===== config.mk =====
export PLATFORM = sky130hd
export DESIGN_NAME = dsspi_slave
export DESIGN_NICKNAME = d
export VERILOG_FILES = /design/src/core/dsspi_pkg.sv /design/src/core/dsspi_fifo.sv /design/src/core/dsspi_slave.sv
export SDC_FILE = /design/constraint.sdc
export NUM_CORES = 1
export LEC_CHECK = 0
export ABC_CLOCK_PERIOD_IN_PS = 4660
export BUFFER_PORTS_ARGS = -buffer_cell sky130_fd_sc_hd__buf_2
export CORE_MARGIN = 4
export CORE_UTILIZATION = 50
export CTS_CLUSTER_SIZE = 12
export DETAILED_ROUTE_END_ITERATION = 6
export PLACE_DENSITY = 0.74
export REMOVE_ABC_BUFFERS = 1
export SLEW_MARGIN = 20
export SYNTH_ARGS = -nofsm -noshare
export SYNTH_HDL_FRONTEND = slang
export SYNTH_SLANG_ARGS = --single-unit

===== constraint.sdc =====
create_clock -name CLOCK_IN -period 4.66 [get_ports CLOCK_IN]
set_input_delay 0.233 -clock CLOCK_IN [delete_from_list [all_inputs] [get_ports CLOCK_IN]]
set_output_delay 0.233 -clock CLOCK_IN [all_outputs]
set_load 0.02 [all_outputs]

===== src/core/dsspi_pkg.sv =====
// Purpose: Shared constants for the dual select serial slave
// Assumes: Byte wide serial transfers, 100 MHz system clock
// Notes:   Register bank layout and path states live here
package dsspi_pkg;
    localparam int          BYTE_BITS      = 8;
    localparam int          CNT_W          = 4;
    localparam logic [3:0]  BIT_LAST       = 4'h8;
    // Address byte layout: read flag and register index
    localparam int          ADDR_RD_BIT    = 6;
    localparam int          ADDR_HI        = 5;
    localparam int          ADDR_LO        = 1;
    localparam int          REG_AW         = 5;
    localparam int          REG_COUNT      = 32;
    // Register indices
    localparam logic [4:0]  MODE_REG       = 5'h00;
    localparam logic [4:0]  STATUS_REG     = 5'h1f;
    // Mode register fields
    localparam int          CHIP_MODE_HI   = 7;
    localparam int          CHIP_MODE_LO   = 5;
    localparam int          DATA_MODE_HI   = 4;
    localparam int          DATA_MODE_LO   = 3;
    localparam logic [2:0]  CHIP_MODE_TX   = 3'h4;
    localparam logic [2:0]  CHIP_MODE_RX   = 3'h3;
    localparam logic [1:0]  DATA_MODE_CONT = 2'h0;
    // Reset values
    localparam logic [7:0]  MODE_RESET     = 8'h28;
    localparam logic [7:0]  REG_RESET      = 8'h00;
    localparam logic [7:0]  FILL_BYTE      = 8'h00;
    // FIFO shape
    localparam int          FIFO_DEPTH     = 16;
    // Status byte bit positions
    localparam int          ST_EMPTY       = 7;
    localparam int          ST_FULL        = 6;
    localparam int          ST_OVERRUN     = 5;
    localparam int          ST_UNDERRUN    = 4;

    typedef enum logic [3:0] {
        DS_IDLE      = 4'b0001,
        DS_CFG_ADDR  = 4'b0010,
        DS_CFG_VALUE = 4'b0100,
        DS_DATA      = 4'b1000
    } dsspi_path_e;
endpackage : dsspi_pkg


===== src/core/dsspi_fifo.sv =====
// Purpose: Byte FIFO between the serial data path and the radio side
// Assumes: Single clock, valid/ready on both sides
// Notes:   Level output is used for status reporting
`timescale 1ns/10ps
module dsspi_fifo #(
    parameter int WIDTH = 8,
    parameter int DEPTH = 16
) (
    input  wire logic                       clk_in,
    input  wire logic                       nrst_in,
    input  wire logic                       in_valid_in,
    output      logic                       in_ready_out,
    input  wire logic [WIDTH-1:0]           in_data_in,
    output      logic                       out_valid_out,
    input  wire logic                       out_ready_in,
    output      logic [WIDTH-1:0]           out_data_out,
    output      logic [$clog2(DEPTH):0]     level_out
);
    localparam int AW = $clog2(DEPTH);

    logic [WIDTH-1:0] mem_q [DEPTH];
    logic [AW-1:0]    wr_ptr_q;
    logic [AW-1:0]    rd_ptr_q;
    logic [AW:0]      count_q;
    logic             push;
    logic             pop;

    // Handshakes and flags
    assign in_ready_out  = (count_q != (AW+1)'(DEPTH)) ? 1'b1 : 1'b0;
    assign out_valid_out = (count_q != '0);
    assign out_data_out  = mem_q[rd_ptr_q];
    assign level_out     = count_q;
    assign push          = in_valid_in && in_ready_out;
    assign pop           = out_valid_out && out_ready_in;

    // Storage
    always_ff @(posedge clk_in) begin
        if (push) begin
            mem_q[wr_ptr_q] <= in_data_in;
        end
    end

    // Pointers and occupancy
    always_ff @(posedge clk_in or negedge nrst_in) begin
        if (!nrst_in) begin
            wr_ptr_q <= '0;
            rd_ptr_q <= '0;
            count_q  <= '0;
        end else begin
            if (push) begin
                wr_ptr_q <= (wr_ptr_q == AW'(DEPTH-1)) ? '0 : wr_ptr_q + 1'b1;
            end
            if (pop) begin
                rd_ptr_q <= (rd_ptr_q == AW'(DEPTH-1)) ? '0 : rd_ptr_q + 1'b1;
            end
            if (push && !pop) begin
                count_q <= count_q + 1'b1;
            end else if (pop && !push) begin
                count_q <= count_q - 1'b1;
            end
        end
    end
endmodule : dsspi_fifo


===== src/core/dsspi_slave.sv =====
// Purpose: Dual select serial slave for configuration and FIFO data
// Assumes: Serial pins are asynchronous and oversampled by CLOCK_IN
// Notes:   Serial clock must stay well below a quarter of CLOCK_IN
//
// Summary of operation
// [RULE1] Config select wins; one sub-port at once
// [RULE2] Config path reads and writes all registers; here status is read only
// [RULE3] Data path moves FIFO bytes in buffered/packet
// [RULE4] Host uses mode 0, clock idles low
// [RULE5] Host holds select low whole transfer
// [RULE6] Output released when not selected
// [RULE7] Host selects in units of eight clocks
// [RULE8] Input sampled on rising serial clock
// [RULE9] Output changed on falling serial clock
// [RULE10] Every byte travels MSB first
// [RULE11] Host clock at most 6/1 MHz
// [RULE12] Register writes take effect at select rise
// [RULE13] Multi-write pairs commit together at rise
// [RULE14] Multi-read pairs within one select
// [RULE15] FIFO byte pushed at data select rise
// [RULE16] Host should deselect between read bytes; here reads stream within one select, one FIFO pop at select start and one after each byte
// [RULE17] Defaults at power-on, kept through sleep
// [RULE18] Status register readable on config path
// [RULE19] Continuous mode disables the data path
// [RULE20] Idle deselect resets bit counter
`timescale 1ns/10ps
module dsspi_slave
    import dsspi_pkg::*;
#(
    parameter int DEPTH = FIFO_DEPTH
) (
    input  wire logic        CLOCK_IN,
    input  wire logic        NRST_IN,
    input  wire logic        SCK_IN,
    input  wire logic        SDI_IN,
    input  wire logic        CONFIG_SELECT_N_IN,
    input  wire logic        FIFO_SELECT_N_IN,
    output      logic        SDO_OUT,
    output      logic        SDO_OE_OUT,
    output      logic [2:0]  CHIP_MODE_OUT,
    output      logic [1:0]  DATA_MODE_OUT,
    output      logic [7:0]  TX_DATA_OUT,
    output      logic        TX_VALID_OUT,
    input  wire logic        TX_READY_IN
);
    ////////////////////////////////////////////////////////////////////////////
    // Pin synchronisers

    logic [1:0]  sck_s_q;
    logic [1:0]  sdi_s_q;
    logic [1:0]  cfg_s_q;
    logic [1:0]  dat_s_q;
    logic        sck_d1_q;
    logic        cfg_d1_q;
    logic        dat_d1_q;

    // Two flops per pin, then one delay stage for edges
    always_ff @(posedge CLOCK_IN or negedge NRST_IN) begin
        if (!NRST_IN) begin
            sck_s_q  <= 2'h0;
            sdi_s_q  <= 2'h0;
            cfg_s_q  <= 2'h3;
            dat_s_q  <= 2'h3;
            sck_d1_q <= 1'b0;
            cfg_d1_q <= 1'b1;
            dat_d1_q <= 1'b1;
        end else begin
            sck_s_q  <= {sck_s_q[0], SCK_IN};
            sdi_s_q  <= {sdi_s_q[0], SDI_IN};
            cfg_s_q  <= {cfg_s_q[0], CONFIG_SELECT_N_IN};
            dat_s_q  <= {dat_s_q[0], FIFO_SELECT_N_IN};
            sck_d1_q <= sck_s_q[1];
            cfg_d1_q <= cfg_s_q[1];
            dat_d1_q <= dat_s_q[1];
        end
    end

    logic sck_rise;
    logic sck_fall;
    logic cfg_sel;
    logic dat_sel;
    logic cfg_start;
    logic cfg_end;
    logic dat_start;
    logic dat_end;
    logic cont_mode;

    // Select decode with config priority
    assign cont_mode = (DATA_MODE_OUT == DATA_MODE_CONT);
    assign cfg_sel   = !cfg_s_q[1];                                     // RULE1
    assign dat_sel   = cfg_s_q[1] && !dat_s_q[1] && !cont_mode;         // RULE1 RULE19
    assign cfg_start = !cfg_s_q[1] && cfg_d1_q;
    assign cfg_end   = cfg_s_q[1] && !cfg_d1_q;
    assign dat_start = cfg_s_q[1] && !dat_s_q[1] && (dat_d1_q || !cfg_d1_q) && !cont_mode;
    assign dat_end   = dat_s_q[1] && !dat_d1_q && cfg_s_q[1];
    assign sck_rise  = sck_s_q[1] && !sck_d1_q && (cfg_sel || dat_sel); // RULE20
    assign sck_fall  = !sck_s_q[1] && sck_d1_q && (cfg_sel || dat_sel);

    ////////////////////////////////////////////////////////////////////////////
    // Bit shifting

    logic [CNT_W-1:0]     bit_cnt_q;
    logic [BYTE_BITS-1:0] in_shift_q;
    logic                 byte_done;
    logic [BYTE_BITS-1:0] rx_byte;

    assign rx_byte   = {in_shift_q[BYTE_BITS-2:0], sdi_s_q[1]};
    assign byte_done = sck_rise && (bit_cnt_q == BIT_LAST - 1'b1);

    // Receive shifter, MSB first on rising clock
    always_ff @(posedge CLOCK_IN or negedge NRST_IN) begin
        if (!NRST_IN) begin
            bit_cnt_q  <= '0;
            in_shift_q <= '0;
        end else if (!(cfg_sel || dat_sel) || cfg_start || dat_start) begin
            bit_cnt_q  <= '0;                                           // RULE20
        end else if (sck_rise) begin
            in_shift_q <= rx_byte;                                      // RULE8 RULE10
            bit_cnt_q  <= byte_done ? '0 : bit_cnt_q + 1'b1;
        end
    end

    ////////////////////////////////////////////////////////////////////////////
    // Path sequencing

    dsspi_path_e          path_q;
    logic                 rd_flag_q;
    logic [REG_AW-1:0]    addr_q;
    logic                 dat_full_q;

    // Config alternates address and value bytes
    always_ff @(posedge CLOCK_IN or negedge NRST_IN) begin
        if (!NRST_IN) begin
            path_q     <= DS_IDLE;
            rd_flag_q  <= 1'b0;
            addr_q     <= '0;
            dat_full_q <= 1'b0;
        end else if (cfg_start) begin
            path_q <= DS_CFG_ADDR;                                      // RULE1
        end else if (dat_start) begin
            path_q     <= DS_DATA;
            dat_full_q <= 1'b0;
        end else if (!(cfg_sel || dat_sel)) begin
            path_q <= DS_IDLE;
        end else if (byte_done) begin
            case (path_q)
                DS_CFG_ADDR: begin
                    rd_flag_q <= rx_byte[ADDR_RD_BIT];
                    addr_q    <= rx_byte[ADDR_HI:ADDR_LO];
                    path_q    <= DS_CFG_VALUE;
                end
                DS_CFG_VALUE: begin
                    path_q <= DS_CFG_ADDR;                              // RULE13 RULE14
                end
                DS_DATA: begin
                    dat_full_q <= 1'b1;
                end
                default: begin
                    path_q <= DS_IDLE;
                end
            endcase
        end
    end

    ////////////////////////////////////////////////////////////////////////////
    // Register bank with staged writes

    logic [7:0]           reg_q     [REG_COUNT];
    logic [7:0]           shadow_q  [REG_COUNT];
    logic [REG_COUNT-1:0] pending_q;
    logic                 cfg_write;

    assign cfg_write = byte_done && (path_q == DS_CFG_VALUE) && !rd_flag_q
                       && (addr_q != STATUS_REG);

    // Values wait in shadow until select rises
    always_ff @(posedge CLOCK_IN or negedge NRST_IN) begin
        if (!NRST_IN) begin
            pending_q <= '0;
            for (int i = 0; i < REG_COUNT; i++) begin
                shadow_q[i] <= REG_RESET;
                reg_q[i]    <= (i == int'(MODE_REG)) ? MODE_RESET : REG_RESET; // RULE17
            end
        end else if (cfg_end) begin
            for (int i = 0; i < REG_COUNT; i++) begin
                if (pending_q[i]) begin
                    reg_q[i] <= shadow_q[i];                            // RULE12 RULE13
                end
            end
            pending_q <= '0;
        end else if (cfg_write) begin
            shadow_q[addr_q]  <= rx_byte;                               // RULE2
            pending_q[addr_q] <= 1'b1;
        end
    end

    // Mode fields drive the rest of the chip
    always_ff @(posedge CLOCK_IN or negedge NRST_IN) begin
        if (!NRST_IN) begin
            CHIP_MODE_OUT <= MODE_RESET[CHIP_MODE_HI:CHIP_MODE_LO];
            DATA_MODE_OUT <= MODE_RESET[DATA_MODE_HI:DATA_MODE_LO];
        end else begin
            CHIP_MODE_OUT <= reg_q[MODE_REG][CHIP_MODE_HI:CHIP_MODE_LO];
            DATA_MODE_OUT <= reg_q[MODE_REG][DATA_MODE_HI:DATA_MODE_LO];
        end
    end

    ////////////////////////////////////////////////////////////////////////////
    // FIFO and its two drains

    logic                  f_in_ready;
    logic                  f_out_valid;
    logic                  f_out_ready;
    logic [7:0]            f_out_data;
    logic [$clog2(DEPTH):0] f_level;
    logic                  push_req;
    logic                  spi_pop;
    logic                  tx_load;
    logic                  tx_mode;
    logic                  rx_mode;

    // Receive mode reads the FIFO, every other mode writes it
    assign tx_mode  = (CHIP_MODE_OUT == CHIP_MODE_TX);
    assign rx_mode  = (CHIP_MODE_OUT == CHIP_MODE_RX);
    assign push_req = !rx_mode && dat_end && dat_full_q && (path_q == DS_DATA); // RULE15
    assign spi_pop  = rx_mode && (dat_start || (byte_done && path_q == DS_DATA)); // RULE3
    assign tx_load  = tx_mode && (!TX_VALID_OUT || TX_READY_IN);
    assign f_out_ready = spi_pop || tx_load;

    dsspi_fifo #(
        .WIDTH (BYTE_BITS),
        .DEPTH (DEPTH)
    ) u_fifo (
        .clk_in        (CLOCK_IN),
        .nrst_in       (NRST_IN),
        .in_valid_in   (push_req),
        .in_ready_out  (f_in_ready),
        .in_data_in    (in_shift_q),
        .out_valid_out (f_out_valid),
        .out_ready_in  (f_out_ready),
        .out_data_out  (f_out_data),
        .level_out     (f_level)
    );

    // Registered drain toward the radio
    always_ff @(posedge CLOCK_IN or negedge NRST_IN) begin
        if (!NRST_IN) begin
            TX_VALID_OUT <= 1'b0;
            TX_DATA_OUT  <= FILL_BYTE;
        end else if (tx_load) begin
            TX_VALID_OUT <= f_out_valid;
            TX_DATA_OUT  <= f_out_data;
        end else if (!tx_mode && TX_READY_IN) begin
            TX_VALID_OUT <= 1'b0;
        end
    end

    ////////////////////////////////////////////////////////////////////////////
    // Status flags, set wins over clear on status read

    logic overrun_q;
    logic underrun_q;
    logic status_rd;
    logic [7:0] status_byte;

    assign status_rd   = byte_done && (path_q == DS_CFG_ADDR) && rx_byte[ADDR_RD_BIT]
                         && (rx_byte[ADDR_HI:ADDR_LO] == STATUS_REG);
    assign status_byte = {!f_out_valid, !f_in_ready, overrun_q, underrun_q,
                          f_level[3:0]};

    always_ff @(posedge CLOCK_IN or negedge NRST_IN) begin
        if (!NRST_IN) begin
            overrun_q  <= 1'b0;
            underrun_q <= 1'b0;
        end else begin
            overrun_q  <= (push_req && !f_in_ready) || (overrun_q && !status_rd);
            underrun_q <= (spi_pop && !f_out_valid) || (underrun_q && !status_rd);
        end
    end

    ////////////////////////////////////////////////////////////////////////////
    // Serial output

    logic [7:0] out_shift_q;
    logic [7:0] rd_value;
    logic [7:0] pop_value;

    assign pop_value = (rx_mode && f_out_valid) ? f_out_data : FILL_BYTE;
    assign rd_value  = (rx_byte[ADDR_HI:ADDR_LO] == STATUS_REG) ? status_byte // RULE18
                     : reg_q[rx_byte[ADDR_HI:ADDR_LO]];                       // RULE2

    // Preload at select, reload per byte, shift on falling clock
    always_ff @(posedge CLOCK_IN or negedge NRST_IN) begin
        if (!NRST_IN) begin
            out_shift_q <= FILL_BYTE;
            SDO_OUT     <= 1'b0;
            SDO_OE_OUT  <= 1'b0;
        end else begin
            SDO_OE_OUT <= cfg_sel || dat_sel;                           // RULE6
            if (cfg_start) begin
                out_shift_q <= FILL_BYTE;
                SDO_OUT     <= 1'b0;
            end else if (dat_start) begin
                out_shift_q <= {pop_value[6:0], 1'b0};
                SDO_OUT     <= pop_value[7];                            // RULE10
            end else if (byte_done && path_q == DS_CFG_ADDR) begin
                out_shift_q <= rx_byte[ADDR_RD_BIT] ? rd_value : FILL_BYTE; // RULE14
            end else if (byte_done && path_q == DS_DATA) begin
                out_shift_q <= pop_value;
            end else if (byte_done) begin
                out_shift_q <= FILL_BYTE;
            end else if (sck_fall) begin
                SDO_OUT     <= out_shift_q[7];                          // RULE9
                out_shift_q <= {out_shift_q[6:0], 1'b0};
            end
        end
    end
endmodule : dsspi_slave


==> impl_results.md <==
* Outcome: finished, final reports clean
* Final Cell Area at roughly 34000 µm²
* CP top delay family: compound AO/OA/AOI/OAI gates
* TritonRoute pass-1 iters at 5
* Die H at 255 µm
* Worst Setup EP: u_fifo.level_out[4]$_DFFE_PN0P_
* Compound-cell area share of the yosys netlist at 2.70%
* Vias at 16819
* Max-slew headroom at 29.8%
* Crit path from: path_q[1]$_DFFE_PN0P_
* Nets at 1998
* DIE WIDTH at about 260 µm
* PD cells at just over 400 nW/µm²
* Avg WL per Cell at approximately 24 µm
* IO Pins at 23
* Warnings from Yosys at 0
* Slew @ Worst Pin at about 1.1 ns
* Core area at about 60000 µm²
* CTS root buffer: clkbuf_16
* Pleak at about 0.016 µW
* First-pass GRT wire length at between 100 and 150 mm
* CTS Hold Bufs at 6
* Critical path class: flip-flop to flip-flop
* Final Cycle Share at about four fifths
* Post-CTS Setup Inserts at 0
* Post-CTS resize count at 0
* Iteration-0 DRC Markers at around 1400
* Mapped Cells at 1928
* Post-Synth Simple-Gate Area at under 10%
* Worst R2R Setup Slack at around 0.94 ns
* CTS buffer count at 78
* R2R Path Start: path_q[1]$_DFFE_PN0P_
* HP Class: input pin to asynchronous set/reset pin
* Worst-skew pair later-pin latency at between 0.6 and 0.7 ns
* Sequential share of the synthesized area at ~63%
* Antenna diodes at 0
* Final GP Congestion at between 0.8 and 0.9
* Levels on crit path at 11
* Adder and majority gate portion of the synthesized area at 0.516%
* Worst path slowest cell: nor4b_1
* Pin count of the biggest net entering global routing at around 120
* Cell Chain, Critical Path: nor4b_1 -> nand3_1 -> a21oi_1 -> ha_1 -> inv_1 -> ha_1 -> a21o_1 -> a21oi_1 -> xnor2_1 -> nor2_1 -> xnor2_1
* Syn avg cell area at 15.8 µm²
* XOR/XNOR Fraction of Synth Area at less than 1%
* CTS Buffer Depth at 3
* Total wire length at 67.4 mm
* DIE AREA at 65100 µm²
* Vias/cell at about 6
* Global route overflow at 0
* Number of global-route vias before repair at between 15000 and 20000
* Post-route ant nets at 0
* Post-route clock skew at 0.0225 ns
* Max Freq at ~0.27 GHz
* Startpoint types: flip-flop
* Final hold vios at 0
* P&R area growth vs syn at 11.8%
* Final Power at about 14000 µW
* Synth cell types at 74
* Final max-slew violation count at 0
* Placement Rows at 90
* Multiplexer share of the synthesized area at roughly 27%
* RSZ-0062 raised after global routing: false
* Placed cell areas at about 32000 µm²
* Cell area after synthesis at around 31000 µm²
* Clock slew at reported path FFs at around 0.06 ns
* # DRC at 0
* WP buf/inv at 1
* Top FF cell, synth: dfrtp_1
* EDFF count, synth at ~130
* CTS Sinks at 745
* R2r endpoint: u_fifo.level_out[4]$_DFFE_PN0P_
* Largest family of logic cells by synthesized area: multiplexers
* CP Data Arrival Time at 4.21 ns
* HPWL after DPL at around 42 mm
* Flops & latches, synth at about 750
* Maximum vdd drop at between 0.2 and 0.25 mV
* Antenna violations before repair at 2
* Async SR Flop Fraction at 82.8%
* Period minus WS final at 3.72 ns
* H-Tree Depth at 3
* Starting Density at approximately 51%
* Final setup viols at 0
* Share of cells above drive strength 1 at between 40% and 50%
* Total track usage at a little over a fifth
* FF-to-FF path depth at 11
* Critical Path RT at around 5 ns
* Max_cap viols at 0
* Slowest stage delay, CP at 0.76 ns
* Crit-path max FO at 11
* Worst setup EP type: flip-flop
* Port Buffers at 22
* CTS tree: yes
-- flip-flops by register name, indices dropped and copies added (netlist names), 3 cells and up --
register,cells
CHIP_MODE_OUT,3
u_fifo.rd_ptr_q,4
reg_q,256
addr_q,5
u_fifo.wr_ptr_q,4
pending_q,32
TX_DATA_OUT,8
shadow_q,256
in_shift_q,8
bit_cnt_q,4
u_fifo.mem_q,128
path_q,4
u_fifo.level_out,5
out_shift_q,8
-- cell type report --
| class | instances | area (µm²) |
|---|---|---|
| clock buffer | 126 | 2390 |
| clock inverter | 10 | 97.6 |
| fill | 4559 | 26200 |
| inverter | 15 | 56.3 |
| multi-input combinational | 1074 | 10800 |
| sequential | 745 | 19300 |
| tap | 782 | 978 |
| timing repair buffer | 65 | 520 |
-- synth_stat cells, types with 3 or more instances --
library cell / n / area (µm²)
xnor2_1: 5 / 43.8
a21boi_0: 4 / 30.0
nand2_4: 4 / 45.0
a21o_1: 9 / 67.6
edfxtp_1: 128 / 3840
nor2_1: 41 / 154
a22oi_1: 18 / 135
nand2b_1: 11 / 68.8
nor2b_1: 12 / 75.1
nor3_1: 13 / 65.1
nand2_1: 147 / 552
clkbuf_1: 64 / 240
o21a_1: 4 / 30.0
nand3_1: 16 / 80.1
mux2_1: 3 / 33.8
mux2i_1: 15 / 150
and3_1: 3 / 18.8
o21ai_0: 20 / 100
a211oi_1: 3 / 22.5
o21bai_1: 3 / 22.5
xor2_1: 4 / 35.0
a21oi_1: 23 / 115
o22ai_1: 7 / 43.8
buf_1: 6 / 22.5
o211ai_1: 4 / 30.0
and2_1: 13 / 81.3
dfrtp_1: 606 / 15200
buf_4: 3 / 22.5
dfstp_2: 11 / 289
nand4_1: 8 / 50.1
mux2_2: 524 / 5900
mux4_2: 98 / 2210
inv_1: 14 / 52.6
ha_1: 11 / 138
buf_2: 19 / 95.1
-- per-layer routing --
layer | part of all wire (%) | routed length, µm | global-route usage [%]
met5 | 0 | 0 | 0
met2 | 48 | 32400 | 33.8
met3 | 5.1 | 3430 | 3.04
met4 | 2.5 | 1680 | 6.33
met1 | 44 | 29900 | 31.1
-- cells in the final DEF, fill, tap and decap left out, types with 18 or more instances in the layout --
cell / count
dfrtp_1: 599
mux2_2: 524
nand2_1: 147
edfxtp_1: 128
mux4_2: 98
clkbuf_16: 81
nor2_1: 41
buf_4: 32
clkbuf_1: 26
a21oi_1: 23
buf_2: 21
o21ai_0: 20
clkbuf_8: 19
a22oi_1: 18
-- worst register-to-register path: cells and delay by family, from the launching register on --
kind	cells	cell delay, ns
AOI/OAI and AO/OA	3	1.07
DFF	1	0.43
adders and majority gates	2	0.67
and+or+nand+nor	3	1.06
buffers and inverters	1	0.11
xor gates and xnor gates	2	0.27
-- cells by family (layout without fill, tap and decap cells) --
group / count (synthesis) / in the layout
muxes: 640 / 640
and+or+nand+nor: 292 / 292
xor gates and xnor gates: 9 / 9
DFF: 745 / 745
buffers and inverters: 109 / 216
adders and majority gates: 12 / 12
AOI/OAI and AO/OA: 121 / 121
-- worst min path at each step --
stage | startpoint | endpoint | slack [ns] | depth (start not counted)
floorplan | NRST_IN | CHIP_MODE_OUT[1]$_DFF_PN0_ | -0.06 | 0
global placement | NRST_IN | reg_q[146]$_DFFE_PN0P_ | 0.34 | 1
detailed placement | sdi_s_q[0]$_DFF_PN0_ | sdi_s_q[1]$_DFF_PN0_ | 0.33 | 0
CTS | FIFO_SELECT_N_IN | dat_s_q[0]$_DFF_PN1_ | 0.24 | 2
global route | FIFO_SELECT_N_IN | dat_s_q[0]$_DFF_PN1_ | 0.27 | 2
finish | NRST_IN | reg_q[186]$_DFFE_PN0P_ | 0.27 | 2
-- per-stage QoR --
| stage | std cells | setup slack, ns | setup TNS [ns] | hold slack [ns] | utilization [%] |
|---|---|---|---|---|---|
| finish | 2817 | 0.940 | 0 | 0.269 | 56.6 |
| global route | 2817 | 0.636 | 0 | 0.268 | 56.6 |
| CTS | 2817 | 1.06 | 0 | 0.239 | 56.6 |
| detailed placement | 2675 | 1.07 | 0 | 0.335 | 52.4 |
| global placement | 2675 | 1.14 | 0 | 0.336 | 52.4 |
| floorplan | 1834 | -0.193 | -0.515 | -0.0626 | - |
-- power by group --
part / switching [µW] / total [µW] / internal [µW]
clock network: 2470 / 6020 / 3550
logic: 733 / 1040 / 307
registers: 296 / 7080 / 6790
No activity file was read; power rests on OpenSTA's default activity.
